**src/verilog/step_ctl_pkg.sv**
```systemverilog
// Constants and carrier types for the stepper serial front end.
// Assumes a single 25 MHz system clock and 4-bit coil current codes.
package step_ctl_pkg;
  localparam int CMD_W = 12;
  localparam int STAT_W = 12;
  localparam logic [3:0] CUR_ZERO = 4'h0;
  localparam logic [3:0] CUR_FULL = 4'hF;
  // Open load is flagged after more than this many oscillator cycles
  localparam logic [4:0] OL_LIMIT = 5'h0E;
  localparam logic [3:0] BITS_MIN = 4'hC;
  // Bit positions in the command word
  localparam int POS_MIX_A = 11;
  localparam int POS_CUR_A = 7;
  localparam int POS_POL_A = 6;
  localparam int POS_MIX_B = 5;
  localparam int POS_CUR_B = 1;
  localparam int POS_POL_B = 0;
  localparam logic [11:0] CMD_RESET = 12'h000;
  localparam logic [2:0] STAT_FIXED = 3'h0;

  typedef struct packed {
    logic mix;
    logic [3:0] current;
    logic polarity;
  } bridge_cfg_t;

  typedef struct packed {
    bridge_cfg_t a;
    bridge_cfg_t b;
  } coil_cmd_t;

  typedef struct packed {
    logic over_temp;
    logic temp_warn;
    logic under_volt;
    logic oc_high;
    logic oc_a;
    logic oc_b;
  } fault_t;
endpackage

```
**src/verilog/sync_2ff.sv**
```systemverilog
// Two flip-flop synchroniser for a bundle of asynchronous levels.
// Assumes the inputs may change at any time relative to clk.
`timescale 1ns/100ps
module sync_2ff #(
  parameter int W = 1
) (
  // Clock and reset
  input wire logic clk,
  input wire logic rst,
  // Levels
  input wire logic [W-1:0] d,
  output logic [W-1:0] q
);
  logic [W-1:0] meta_r;

  always_ff @(posedge clk or posedge rst) begin
    if (rst) begin
      meta_r <= '0;
      q <= '0;
    end else begin
      meta_r <= d;
      q <= meta_r;
    end
  end
endmodule

```
**src/verilog/open_load_mon.sv**
```systemverilog
// Open load watchdog for one bridge, counted in chopper oscillator cycles.
// Assumes osc_tick and pwm_off are single-cycle pulses in the clk domain.
`timescale 1ns/100ps
module open_load_mon
  import step_ctl_pkg::*;
(
  // Clock and reset
  input wire logic clk,
  input wire logic rst,
  // Chopper events
  input wire logic osc_tick,
  input wire logic pwm_off,
  input wire logic active,
  // Result
  output logic open_load
);
  logic [4:0] cnt_r, cnt_nxt;

  always_comb begin
    cnt_nxt = cnt_r;
    if (!active || pwm_off) begin
      cnt_nxt = 5'h00;
    end else if (osc_tick && cnt_r <= OL_LIMIT) begin
      cnt_nxt = cnt_r + 5'h01;
    end
  end

  always_ff @(posedge clk or posedge rst) begin
    if (rst) begin
      cnt_r <= 5'h00;
    end else begin
      cnt_r <= cnt_nxt;
    end
  end

  // More than the limit, not equal to it
  assign open_load = active && (cnt_r > OL_LIMIT);
endmodule

```
**src/verilog/step_serial_ctl.sv**
```systemverilog
// Serial command front end and mode logic for a two-coil stepper driver.
// Assumes the host drives the serial pins asynchronously; clk oversamples
// them well above the serial clock rate. Chopper analog parts live outside.
`timescale 1ns/100ps
module step_serial_ctl
  import step_ctl_pkg::*;
(
  // Clock and reset
  input wire logic clk,
  input wire logic rst,
  // Serial link and mode pins
  input wire logic sck,
  input wire logic sdi,
  input wire logic csn_low,
  input wire logic chip_enable_low,
  input wire logic serial_mode_select,
  input wire logic analog_base_select,
  output logic sdo_out,
  output logic sdo_oe,
  // Chopper side
  input wire logic osc_in,
  input wire logic sense_input_a,
  input wire logic sense_input_b,
  input wire logic pwm_off_a,
  input wire logic pwm_off_b,
  input wire logic [2:0] load_level,
  input wire logic vcc_undervolt,
  input wire fault_t faults,
  output bridge_cfg_t bridge_a,
  output bridge_cfg_t bridge_b,
  output logic chop_on_a,
  output logic chop_on_b,
  output logic restart_a,
  output logic restart_b,
  output logic gates_enable,
  output logic osc_enable,
  output logic refs_enable,
  output logic standby,
  output logic open_load_flag_a,
  output logic open_load_flag_b
);
  logic sck_s, sdi_s, csn_s, enn_s, spe_s, abs_s, osc_s, sna_s, snb_s, uv_s;

  sync_2ff #(.W(10)) u_sync (
    .clk(clk),
    .rst(rst),
    .d({sck, sdi, csn_low, chip_enable_low, serial_mode_select,
        analog_base_select, osc_in, sense_input_a, sense_input_b, vcc_undervolt}),
    .q({sck_s, sdi_s, csn_s, enn_s, spe_s, abs_s, osc_s, sna_s, snb_s, uv_s})
  );

  // Edge history of the synchronised link and oscillator pins
  logic sck_d_r, csn_d_r, osc_d_r;
  always_ff @(posedge clk or posedge rst) begin
    if (rst) begin
      sck_d_r <= 1'b0;
      csn_d_r <= 1'b1;
      osc_d_r <= 1'b0;
    end else begin
      sck_d_r <= sck_s;
      csn_d_r <= csn_s;
      osc_d_r <= osc_s;
    end
  end

  logic sck_rise, sck_fall, csn_rise, osc_rise, osc_fall;
  assign sck_rise = sck_s && !sck_d_r;
  assign sck_fall = !sck_s && sck_d_r;
  assign csn_rise = csn_s && !csn_d_r;
  assign osc_rise = osc_s && !osc_d_r;
  assign osc_fall = !osc_s && osc_d_r;

  logic serial_mode, link_reset;
  assign serial_mode = spe_s;
  // Serial logic held in reset in shutdown and in standalone mode
  assign link_reset = enn_s || !serial_mode;

  // Serial shift state: only link edges and link_reset move it
  logic [CMD_W-1:0] shift_r, shift_nxt;
  logic [3:0] bits_r, bits_nxt;
  logic out_bit_r, out_bit_nxt;
  coil_cmd_t cmd_r, cmd_nxt;
  logic [STAT_W-1:0] stat_cap;

  always_comb begin
    shift_nxt = shift_r;
    bits_nxt = bits_r;
    out_bit_nxt = out_bit_r;
    cmd_nxt = cmd_r;
    if (link_reset) begin
      shift_nxt = CMD_RESET;
      bits_nxt = 4'h0;
      out_bit_nxt = 1'b0;
      cmd_nxt = CMD_RESET;
    end else if (csn_rise) begin
      // Short frames are spikes, keep the old settings
      if (bits_r >= BITS_MIN) begin
        cmd_nxt = shift_r;
      end
      bits_nxt = 4'h0;
    end else if (!csn_s) begin
      if (csn_d_r) begin
        // Frame start: load status word for readback
        shift_nxt = stat_cap;
        out_bit_nxt = stat_cap[STAT_W-1];
      end else if (sck_rise) begin
        shift_nxt = {shift_r[CMD_W-2:0], sdi_s};
        if (bits_r < BITS_MIN) begin
          bits_nxt = bits_r + 4'h1;
        end
      end else if (sck_fall) begin
        out_bit_nxt = shift_r[CMD_W-1];
      end
    end
  end

  always_ff @(posedge clk or posedge rst) begin
    if (rst) begin
      shift_r <= CMD_RESET;
      bits_r <= 4'h0;
      out_bit_r <= 1'b0;
      cmd_r <= CMD_RESET;
    end else begin
      shift_r <= shift_nxt;
      bits_r <= bits_nxt;
      out_bit_r <= out_bit_nxt;
      cmd_r <= cmd_nxt;
    end
  end

  // Effective bridge configuration for either mode
  bridge_cfg_t eff_a, eff_b;
  logic zero_cmd, stby_req, fault_any;
  assign fault_any = faults.oc_a || faults.oc_b || faults.oc_high || faults.over_temp;

  always_comb begin
    if (serial_mode) begin
      eff_a = cmd_r.a;
      eff_b = cmd_r.b;
    end else begin
      eff_a = '{mix: !abs_s, current: CUR_FULL, polarity: sdi_s};
      eff_b = '{mix: !sck_s, current: CUR_FULL, polarity: csn_s};
    end
  end

  assign zero_cmd = serial_mode && cmd_r.a.current == CUR_ZERO && cmd_r.b.current == CUR_ZERO;
  // Disabled enable pin is standby in standalone, shutdown in serial mode
  assign stby_req = zero_cmd || uv_s || enn_s;

  // Registered outputs; whole config words move in one edge
  logic stby_r, stby_nxt;
  bridge_cfg_t out_a_r, out_a_nxt, out_b_r, out_b_nxt;
  logic rst_a_r, rst_a_nxt, rst_b_r, rst_b_nxt;
  logic on_a_r, on_a_nxt, on_b_r, on_b_nxt;
  logic oc_clr_r, oc_clr_nxt;
  logic gate_en_r, gate_en_nxt, refs_r, refs_nxt;

  always_comb begin
    stby_nxt = stby_req;
    out_a_nxt = eff_a;
    out_b_nxt = eff_b;
    rst_a_nxt = !stby_req && (eff_a.polarity != out_a_r.polarity);
    rst_b_nxt = !stby_req && (eff_b.polarity != out_b_r.polarity);
    on_a_nxt = on_a_r;
    on_b_nxt = on_b_r;
    oc_clr_nxt = zero_cmd || (!serial_mode && enn_s);
    gate_en_nxt = !stby_req;
    refs_nxt = !(serial_mode && enn_s);
    if (stby_req || eff_a.current == CUR_ZERO || rst_a_nxt) begin
      on_a_nxt = 1'b0;
    end else if (osc_rise) begin
      on_a_nxt = !sna_s;
    end else if (pwm_off_a) begin
      on_a_nxt = 1'b0;
    end
    // Bridge B chops on the opposite oscillator edge
    if (stby_req || eff_b.current == CUR_ZERO || rst_b_nxt) begin
      on_b_nxt = 1'b0;
    end else if (osc_fall) begin
      on_b_nxt = !snb_s;
    end else if (pwm_off_b) begin
      on_b_nxt = 1'b0;
    end
  end

  always_ff @(posedge clk or posedge rst) begin
    if (rst) begin
      stby_r <= 1'b1;
      out_a_r <= '0;
      out_b_r <= '0;
      rst_a_r <= 1'b0;
      rst_b_r <= 1'b0;
      on_a_r <= 1'b0;
      on_b_r <= 1'b0;
      oc_clr_r <= 1'b0;
      gate_en_r <= 1'b0;
      refs_r <= 1'b1;
    end else begin
      stby_r <= stby_nxt;
      out_a_r <= out_a_nxt;
      out_b_r <= out_b_nxt;
      rst_a_r <= rst_a_nxt;
      rst_b_r <= rst_b_nxt;
      on_a_r <= on_a_nxt;
      on_b_r <= on_b_nxt;
      oc_clr_r <= oc_clr_nxt;
      gate_en_r <= gate_en_nxt;
      refs_r <= refs_nxt;
    end
  end

  // Open load watch, suspended at zero current and in standby
  logic ol_a, ol_b, osc_tick_a, osc_tick_b;
  assign osc_tick_a = osc_rise && !stby_r;
  assign osc_tick_b = osc_fall && !stby_r;

  open_load_mon u_ol_a (
    .clk(clk),
    .rst(rst),
    .osc_tick(osc_tick_a),
    .pwm_off(pwm_off_a),
    .active(out_a_r.current != CUR_ZERO && !stby_r),
    .open_load(ol_a)
  );

  open_load_mon u_ol_b (
    .clk(clk),
    .rst(rst),
    .osc_tick(osc_tick_b),
    .pwm_off(pwm_off_b),
    .active(out_b_r.current != CUR_ZERO && !stby_r),
    .open_load(ol_b)
  );

  // Overcurrent flags of bridges A and B are masked from the cycle after a clear until one cycle after it ends
  logic oc_a_vis, oc_b_vis, flt_cond;
  assign oc_a_vis = faults.oc_a && !oc_clr_r;
  assign oc_b_vis = faults.oc_b && !oc_clr_r;
  assign flt_cond = oc_a_vis || oc_b_vis || faults.under_volt || faults.over_temp;

  logic ola_r, ola_nxt, olb_r, olb_nxt;
  always_comb begin
    ola_nxt = 1'b0;
    olb_nxt = 1'b0;
    if (out_a_r.current != CUR_ZERO) begin
      ola_nxt = ol_a || flt_cond;
    end
    if (out_b_r.current != CUR_ZERO) begin
      olb_nxt = ol_b || flt_cond;
    end
  end

  always_ff @(posedge clk or posedge rst) begin
    if (rst) begin
      ola_r <= 1'b0;
      olb_r <= 1'b0;
    end else begin
      ola_r <= ola_nxt;
      olb_r <= olb_nxt;
    end
  end

  assign stat_cap = {load_level, 1'b1, faults.over_temp, faults.temp_warn, faults.under_volt,
                     faults.oc_high, olb_r, ola_r, oc_b_vis, oc_a_vis};

  // Data out pin: driven error in standalone, else only inside a frame
  logic sdo_r, sdo_nxt, oe_r, oe_nxt;
  always_comb begin
    if (!serial_mode) begin
      sdo_nxt = fault_any && !enn_s;
      oe_nxt = 1'b1;
    end else begin
      sdo_nxt = out_bit_r;
      oe_nxt = !csn_s && !enn_s;
    end
  end

  always_ff @(posedge clk or posedge rst) begin
    if (rst) begin
      sdo_r <= 1'b0;
      oe_r <= 1'b0;
    end else begin
      sdo_r <= sdo_nxt;
      oe_r <= oe_nxt;
    end
  end

  assign sdo_out = sdo_r;
  assign sdo_oe = oe_r;
  assign bridge_a = out_a_r;
  assign bridge_b = out_b_r;
  assign chop_on_a = on_a_r;
  assign chop_on_b = on_b_r;
  assign restart_a = rst_a_r;
  assign restart_b = rst_b_r;
  assign standby = stby_r;
  assign gates_enable = gate_en_r;
  assign osc_enable = gate_en_r;
  assign refs_enable = refs_r;
  assign open_load_flag_a = ola_r;
  assign open_load_flag_b = olb_r;

  standby_gates_a: assert property (@(posedge clk) disable iff (rst)
    stby_r |-> !on_a_r && !on_b_r && !gates_enable)
    else $error("chopper active in standby");
  zero_flag_a: assert property (@(posedge clk) disable iff (rst)
    out_a_r.current == CUR_ZERO |=> !ola_r)
    else $error("open load A set at zero current");
  sdo_release_a: assert property (@(posedge clk) disable iff (rst)
    serial_mode && $past(serial_mode) && $past(csn_s) |-> !sdo_oe)
    else $error("data out driven with select high");
  short_frame_a: assert property (@(posedge clk) disable iff (rst)
    csn_rise && bits_r < BITS_MIN && !link_reset |=> $stable(cmd_r))
    else $error("short frame changed command");
  zero_stby_a: assert property (@(posedge clk) disable iff (rst)
    zero_cmd |=> stby_r)
    else $error("zero currents did not enter standby");
  uv_stby_a: assert property (@(posedge clk) disable iff (rst)
    uv_s |=> stby_r)
    else $error("undervoltage without standby");
  pol_restart_a: assert property (@(posedge clk) disable iff (rst)
    rst_a_r |-> !on_a_r && out_a_r.polarity != $past(out_a_r.polarity))
    else $error("restart without polarity change");
  standalone_full_a: assert property (@(posedge clk) disable iff (rst)
    !$past(rst) && !serial_mode && !$past(serial_mode) |-> out_a_r.current == CUR_FULL && sdo_oe)
    else $error("standalone DAC not full or data out released");
  disable_clear_a: assert property (@(posedge clk) disable iff (rst)
    link_reset |=> cmd_r == CMD_RESET && bits_r == 4'h0)
    else $error("registers not cleared on disable");
endmodule

```
**config.mk**
```make
export PLATFORM = sky130hd
export DESIGN_NAME = step_serial_ctl
export DESIGN_NICKNAME = d
export VERILOG_FILES = /design/src/verilog/step_ctl_pkg.sv /design/src/verilog/sync_2ff.sv /design/src/verilog/open_load_mon.sv /design/src/verilog/step_serial_ctl.sv
export SDC_FILE = /design/constraint.sdc
export NUM_CORES = 1
export LEC_CHECK = 0
export BUFFER_PORTS_ARGS = -buffer_cell sky130_fd_sc_hd__buf_2
export CELL_PAD_IN_SITES_DETAIL_PLACEMENT = 2
export CELL_PAD_IN_SITES_GLOBAL_PLACEMENT = 2
export CORE_MARGIN = 2
export CORE_UTILIZATION = 34
export CTS_CLUSTER_DIAMETER = 100
export DETAILED_ROUTE_END_ITERATION = 8
export GPL_TIMING_DRIVEN = 0
export MAX_ROUTING_LAYER = met4
export PLACE_DENSITY = 0.73
export SLEW_MARGIN = 20
export SYNTH_ARGS = -nofsm -noshare
export SYNTH_HDL_FRONTEND = slang
export SYNTH_HIERARCHICAL = 1
export SYNTH_SLANG_ARGS = --single-unit
```
**constraint.sdc**
```tcl
create_clock -name clk -period 1.58 [get_ports clk]
set_clock_uncertainty 0.15 [all_clocks]
set_input_delay 0.079 -clock clk [delete_from_list [all_inputs] [get_ports clk]]
set_output_delay 0.079 -clock clk [all_outputs]
set_load 0.005 [all_outputs]
```
### After elaboration in Yosys (flattened, before gate mapping)

Cells that the tools add are included.

* flip-flop bits (word level): 86
* input port bits: 23
* logic and storage cells: 164

* multiplexer cells: 36
* $add $sub $neg: 3
* reduce and logical (&&, ||, !) cells: 78
* eq/ne operators: 7
* magnitude comparators: 6

Operators with widths (number)
* two-way mux 12 bit: 8
* two-way mux 4 bit: 6
* logical AND 1 bit: 23
* two-way mux 5 bit: 4
* logical OR 1 bit: 18
* nonzero test 3 bit: 6
* logical NOT 1 bit: 17
* logical NOT 4 bit: 4
* two-way mux 1 bit: 16
* two-way mux 6 bit: 2
* adder 5 x 1 -> 5 bit, second input constant: 2
* > comparator 5 x 4 -> 1 bit, second input constant: 2
* <= comparator 5 x 4 -> 1 bit, second input constant: 2
* AND reduction 4 bit: 2
* nonzero test 2 bit: 4
* nonzero test 4 bit: 2
* adder 4 x 1 -> 4 bit, second input constant: 1
* greater-or-equal comparator 4 bit, second input constant: 1
* less-than comparator 4 bit, second input constant: 1
* inequality test 3 x 1 -> 1 bit, second input constant: 1
* inequality test 3 x 2 -> 1 bit, second input constant: 1
* inequality test 3 bit, second input constant: 1
* AND reduction 3 bit: 1
* inequality test 1 bit: 2
* 3 further kinds: 3

### Logic depth before layout (Yosys ltp)

* word-level depth: 9
* gate-level depth with buffers: 5
* gate-level depth less buffers: 5

### Modules after synthesis

Netlist, hierarchy kept.

By module, submodules not included
* step_serial_ctl: cells an instance 242, times used 1, area each 2560.0 um^2
* open_load_mon: cells an instance 30, times used 2, area each 295.3 um^2
* sync_2ff: cells an instance 21, times used 1, area each 504.2 um^2

### Least setup slack after synthesis

OpenSTA, ideal clock, no wires.

* path kind: register to register
* start point: register csn_d_r
* end point: register shift_r[3]
* required time: 1292 ps
* slack: -26 ps
* path buffers: 1
* arrival time: 1318 ps
* library setup time: 138 ps
* stages on the path, launching flop included: 5
* cells stage by stage: dfstp_2 > buf_2 > mux2_1 > a211oi_1 > a211oi_1

* longest elaborated chain between the ends: 4

Ends and longest elaborated chain
* start, declared: line step_serial_ctl.sv:53 `logic sck_d_r, csn_d_r, osc_d_r;`
* start signal, assigned: line step_serial_ctl.sv:61 `csn_d_r <= csn_s;`
* two-way mux 12 bit or logical NOT 1 bit (tied branches): line step_serial_ctl.sv:102, step_serial_ctl.sv:69
* two-way mux 12 bit or logical AND 1 bit (tied branches): line step_serial_ctl.sv:101, step_serial_ctl.sv:69
* two-way mux 12 bit or inequality test 2 x 1 -> 1 bit (tied branches)
* two-way mux 12 bit or AND reduction 3 bit (tied branches)
* end signal, assigned: line step_serial_ctl.sv:124 `shift_r <= shift_nxt;`
* end, declared: line step_serial_ctl.sv:79 `logic [CMD_W-1:0] shift_r, shift_nxt;`

Several ways; a longest one is shown, not always the timed one. The select of a mux whose other input is x is not followed.
A chain may end at the register's enable or synchronous reset.

### Worst setup path in the final report

* start point: register csn_d_r
* end point: register cmd_r[0] (netlist name)

* longest elaborated chain between the ends: 4

Ends and longest elaborated chain
* logical NOT 1 bit: line step_serial_ctl.sv:69 `assign csn_rise = csn_s && !csn_d_r;`
* logical AND 1 bit: line step_serial_ctl.sv:69
* nonzero test 2 bit (no source line)
* AND reduction 2 bit (no source line)
* end signal, assigned: line step_serial_ctl.sv:127 `cmd_r <= cmd_nxt;`
* end, declared: line step_serial_ctl.sv:82 `coil_cmd_t cmd_r, cmd_nxt;`

No other way between the ends.

==> run summary <==
The run finished, with violations left. The final reports fail on negative setup slack. The floorplan step defined a core boundary enclosing 0.0104 mm^2. The floorplan die width is 108 um.

The worst hold path terminates at shift_r[11]. The arrival time at the worst endpoint is 1.89 ns. The weighted congestion reported at the end of routability-driven placement came out at 0.785. Across all layers, the routed design uses 2,978 vias. The H-tree generated during clock tree synthesis spans 3 levels. 47 I/O pins were placed. The total number of yosys warnings is 6. The worst-margin pin slew is 0.703 ns. The HPWL after detailed placement is 7370 um.

The total power is 4.55 mW. Hold timing on the final database bottoms out at a slack of 0.00231 ns. The net count of the mapped netlist is 351. The post-synthesis instance area came out at 0.00365 mm^2. The worst IR drop on VDD is 468 uV. The count of cells along the worst register-to-register path came out at 6.

The number of flops mapped to enable cells by yosys came out at 0. The remaining number of nets flagged by the antenna check after routing is 0. The number of standard-cell rows in the floorplan is 37. The pin count of the biggest net entering global routing is 31. The relative slew slack is 0.531. The internal reg-to-reg setup slack came out at -0.21 ns. The number of I/O port buffers is 46. The depth of the worst hold-timing path came out at 4. The area added between synthesis and finish is 43.2%. The starting utilization of the core area is 0.352. For this run, the share of the core covered by cells in the final layout is 0.505. The power density relative to cell area is 870 mW/mm^2.

The number of vias per cell after detailed routing is 5.27. After synthesis, the share of cell area in mux cells is 0.0397. The via count of the first global-routing pass is 3,229. In the final layout, the share of cells above drive strength 1 is 0.490. The clock latency reported for the late side of the worst-skew pair came out at 0.38 ns. The max-capacitance violation count is 0.

The die boundary height came out at 108 um. The number of buffers created by CTS came out at 9. The distinct cell type count of the synthesized netlist came out at 53. The library cell occupying the most area in the post-synthesis netlist is sky130_fd_sc_hd__dfrtp_1. Counting flops with an async set or reset pin after synthesis yields a share of 1.00.

The gate count after technology mapping is 323. After synthesis, the cell types taking the most area are sky130_fd_sc_hd__dfrtp_1 (57%), sky130_fd_sc_hd__a211oi_1 (4.5%), sky130_fd_sc_hd__nand2_1 (3.2%). For this run, the total global-route usage over all layers was measured as 0.214. The overall routed net length came out at 12,600 um. The register bit count reported by yosys came out at 86. The sequential element share of the synthesized area came out at 0.590. The category of the worst setup path launch point is a register. The critical path start-end classification is register to register.

The smallest setup slack after layout is -0.205 ns. The clock transition at the registers of the reported paths came out at 0.09 ns. The post-placement cell count came out at 506.

The synthesized area per cell is 11.3 um^2. The worst register-to-register path ends at cmd_r[0]. The global route total overflow is 0. Of the total synthesized cell area, the portion taken by AND, OR, NAND and NOR gates is 0.150. The number of antenna violations at the first check in global routing is 0. The maximum fanout encountered on the critical timing path is 5.

The number of pins exceeding their max-slew limit in the final report came out at 0. TritonCTS built the clock tree. The number of hold violations in the final report is 0. STA classifies the critical path endpoint as a register.

The fraction of the mapped netlist area in compound gates came out at 0.150. The number of nets at the end of the flow is 452. The pre-antenna-repair detailed-routing pass consisted of 4 iterations. The top-area cell type share of the netlist area is 0.568. The most instantiated library cell after synthesis is sky130_fd_sc_hd__dfrtp_1. The maximum buffer depth of the clock tree is 2. Clock tree synthesis selected as its root buffer the cell sky130_fd_sc_hd__clkbuf_8. The mean routed wirelength per cell is 22.3 um. The initial DRC count came out at 127. Setup repair after global routing could not meet its margin everywhere. The first-pass GRT wire length came out at 18,000 um. The maximum frequency from static timing analysis came out at 560 MHz. After synthesis, the most frequently instantiated cells are sky130_fd_sc_hd__dfrtp_1 (83), sky130_fd_sc_hd__nand2_1 (31), sky130_fd_sc_hd__inv_1 (24). The share of the synthesized netlist area taken by xor and xnor gates came out at 0.00479. The final cycle utilization of the critical path came out at 1.13. The number of antenna diodes in the final layout is 0. For this run, the number of standard cells in the final layout without fillers is 565. The shortest clock period the worst path allows after layout is 1.79 ns. The cell leakage power is 2.32 nW. The required time of the critical path came out at 1.68 ns. Counting every sink on the clock net gives 86. The number of remaining DRC errors is 0. The dominant combinational cell family by area after synthesis is compound AO/OA/AOI/OAI gates. The total of endpoints with negative setup slack in the final report came out at 28.

Of the total synthesized cell area, the portion taken by full adders, half adders and majority gates is 0.0171. The die covers 0.0116 mm^2. The startpoint of the most critical hold path is load_level[2].

The worst register-to-register path begins at csn_d_r. The worst hold path belongs to the class primary input to register. For this run, the leading register cell type out of synthesis is sky130_fd_sc_hd__dfrtp_1.
[cell usage in the layout, fill, tap and decap left out, types with 4 or more instances in the layout]
cell type,synthesis,layout
sky130_fd_sc_hd__a21oi_1,20,10
sky130_fd_sc_hd__clkbuf_8,0,9
sky130_fd_sc_hd__nand2_4,0,5
sky130_fd_sc_hd__buf_6,1,8
sky130_fd_sc_hd__nand2_2,0,4
sky130_fd_sc_hd__nor2_1,17,13
sky130_fd_sc_hd__nand2b_1,16,13
sky130_fd_sc_hd__dlygate4sd3_1,0,17
sky130_fd_sc_hd__nand2_1,31,22
sky130_fd_sc_hd__mux2_4,0,9
sky130_fd_sc_hd__dfrtp_2,0,6
sky130_fd_sc_hd__a211oi_2,0,19
sky130_fd_sc_hd__inv_1,24,21
sky130_fd_sc_hd__buf_2,6,46
sky130_fd_sc_hd__dfrtp_1,83,77
sky130_fd_sc_hd__buf_4,2,24
sky130_fd_sc_hd__a21oi_2,0,10
sky130_fd_sc_hd__nand3_1,5,5
sky130_fd_sc_hd__o21ai_0,6,4
[where the power goes]
part	switching (mW)	internal, mW
sequential	0.0665	2.27
combinational	0.273	0.243
clock	0.932	0.766
[cells by family after synthesis]
family	count (synthesis)
AOI/OAI and AO/OA	76
muxes	13
adders and majority gates	5
buffers and inverters	41
DFF	86
and+or+nand+nor	100
xor gates and xnor gates	2
[sequential cells by signal, indices dropped and copies added (netlist names), 4 cells and up]
signal and flops:
u_sync/meta_r 10, bits_r 4, cmd_r 12, shift_r 12, u_sync/q 10, u_ol_a/cnt_r 5
bridge_a 6, u_ol_b/cnt_r 5, bridge_b 6
[worst max path at each step]
| stage | from | endpoint | slack [ns] | cells after the start |
|---|---|---|---|---|
| 2_1_floorplan | csn_d_r | shift_r[3] | -0.002 | 4 |
| 3_5_place_dp | cmd_r[10] | restart_b | -0.26 | 3 |
| 3_3_place_gp | bridge_a[2] | open_load_flag_a | -0.26 | 4 |
| 4_1_cts | csn_d_r | out_bit_r | -0.07 | 4 |
| 5_1_grt | csn_d_r | cmd_r[0] | -0.22 | 6 |
| 6_report | csn_d_r | cmd_r[0] | -0.21 | 6 |
[layer usage]
metal	routed length, um	part of all wire	up-vias	global-route usage
met5	0	0	-	-
met4	115	0.0091	0	0.0568
met3	325	0.026	11	0.0436
met2	6650	0.53	55	0.362
met1	5540	0.44	1571	0.263
li1	-	-	1341	-
[repair_timing]
| action | in CTS | in global routing |
|---|---|---|
| endpoints found under the hold margin | 78 | 1 |
| setup endpoints to repair | 46 | 40 |
| resized for setup | 65 | 80 |
| pin swaps | 12 | 33 |
| setup buffers | 17 | 9 |
| hold buffers | 16 | 1 |
| gates cloned | 1 | 2 |
[worst max-delay path, stage by stage (launching register included)]
cell and delay [ns]:
sky130_fd_sc_hd__dfstp_2 0.61, sky130_fd_sc_hd__buf_6 0.15, sky130_fd_sc_hd__buf_6 0.09, sky130_fd_sc_hd__and4b_2 0.30, sky130_fd_sc_hd__buf_8 0.17, sky130_fd_sc_hd__nand2_1 0.10
sky130_fd_sc_hd__a21oi_1 0.10
[per-stage QoR]
stage | worst slack (ns) | TNS, ns | cell area [um^2]
after floorplan | -0.00196 | -0.00391 | 3660
after global placement | -0.257 | -5.57 | 4070
after detailed placement | -0.261 | -6.89 | 4090
after CTS | -0.0739 | -0.696 | 4850
after global routing | -0.224 | -3.27 | 5230
final | -0.205 | -2.20 | 5230
[layout make-up]
cell class	count	area [um^2]
inverter	25	105
clock buffer	9	124
timing repair buffer	92	692
sequential	86	2160
buffer	14	126
clock inverter	7	90.1
tap	136	170
fill	1036	5140
multi-input combinational	196	1760
(Power assumes the default switching activity.)
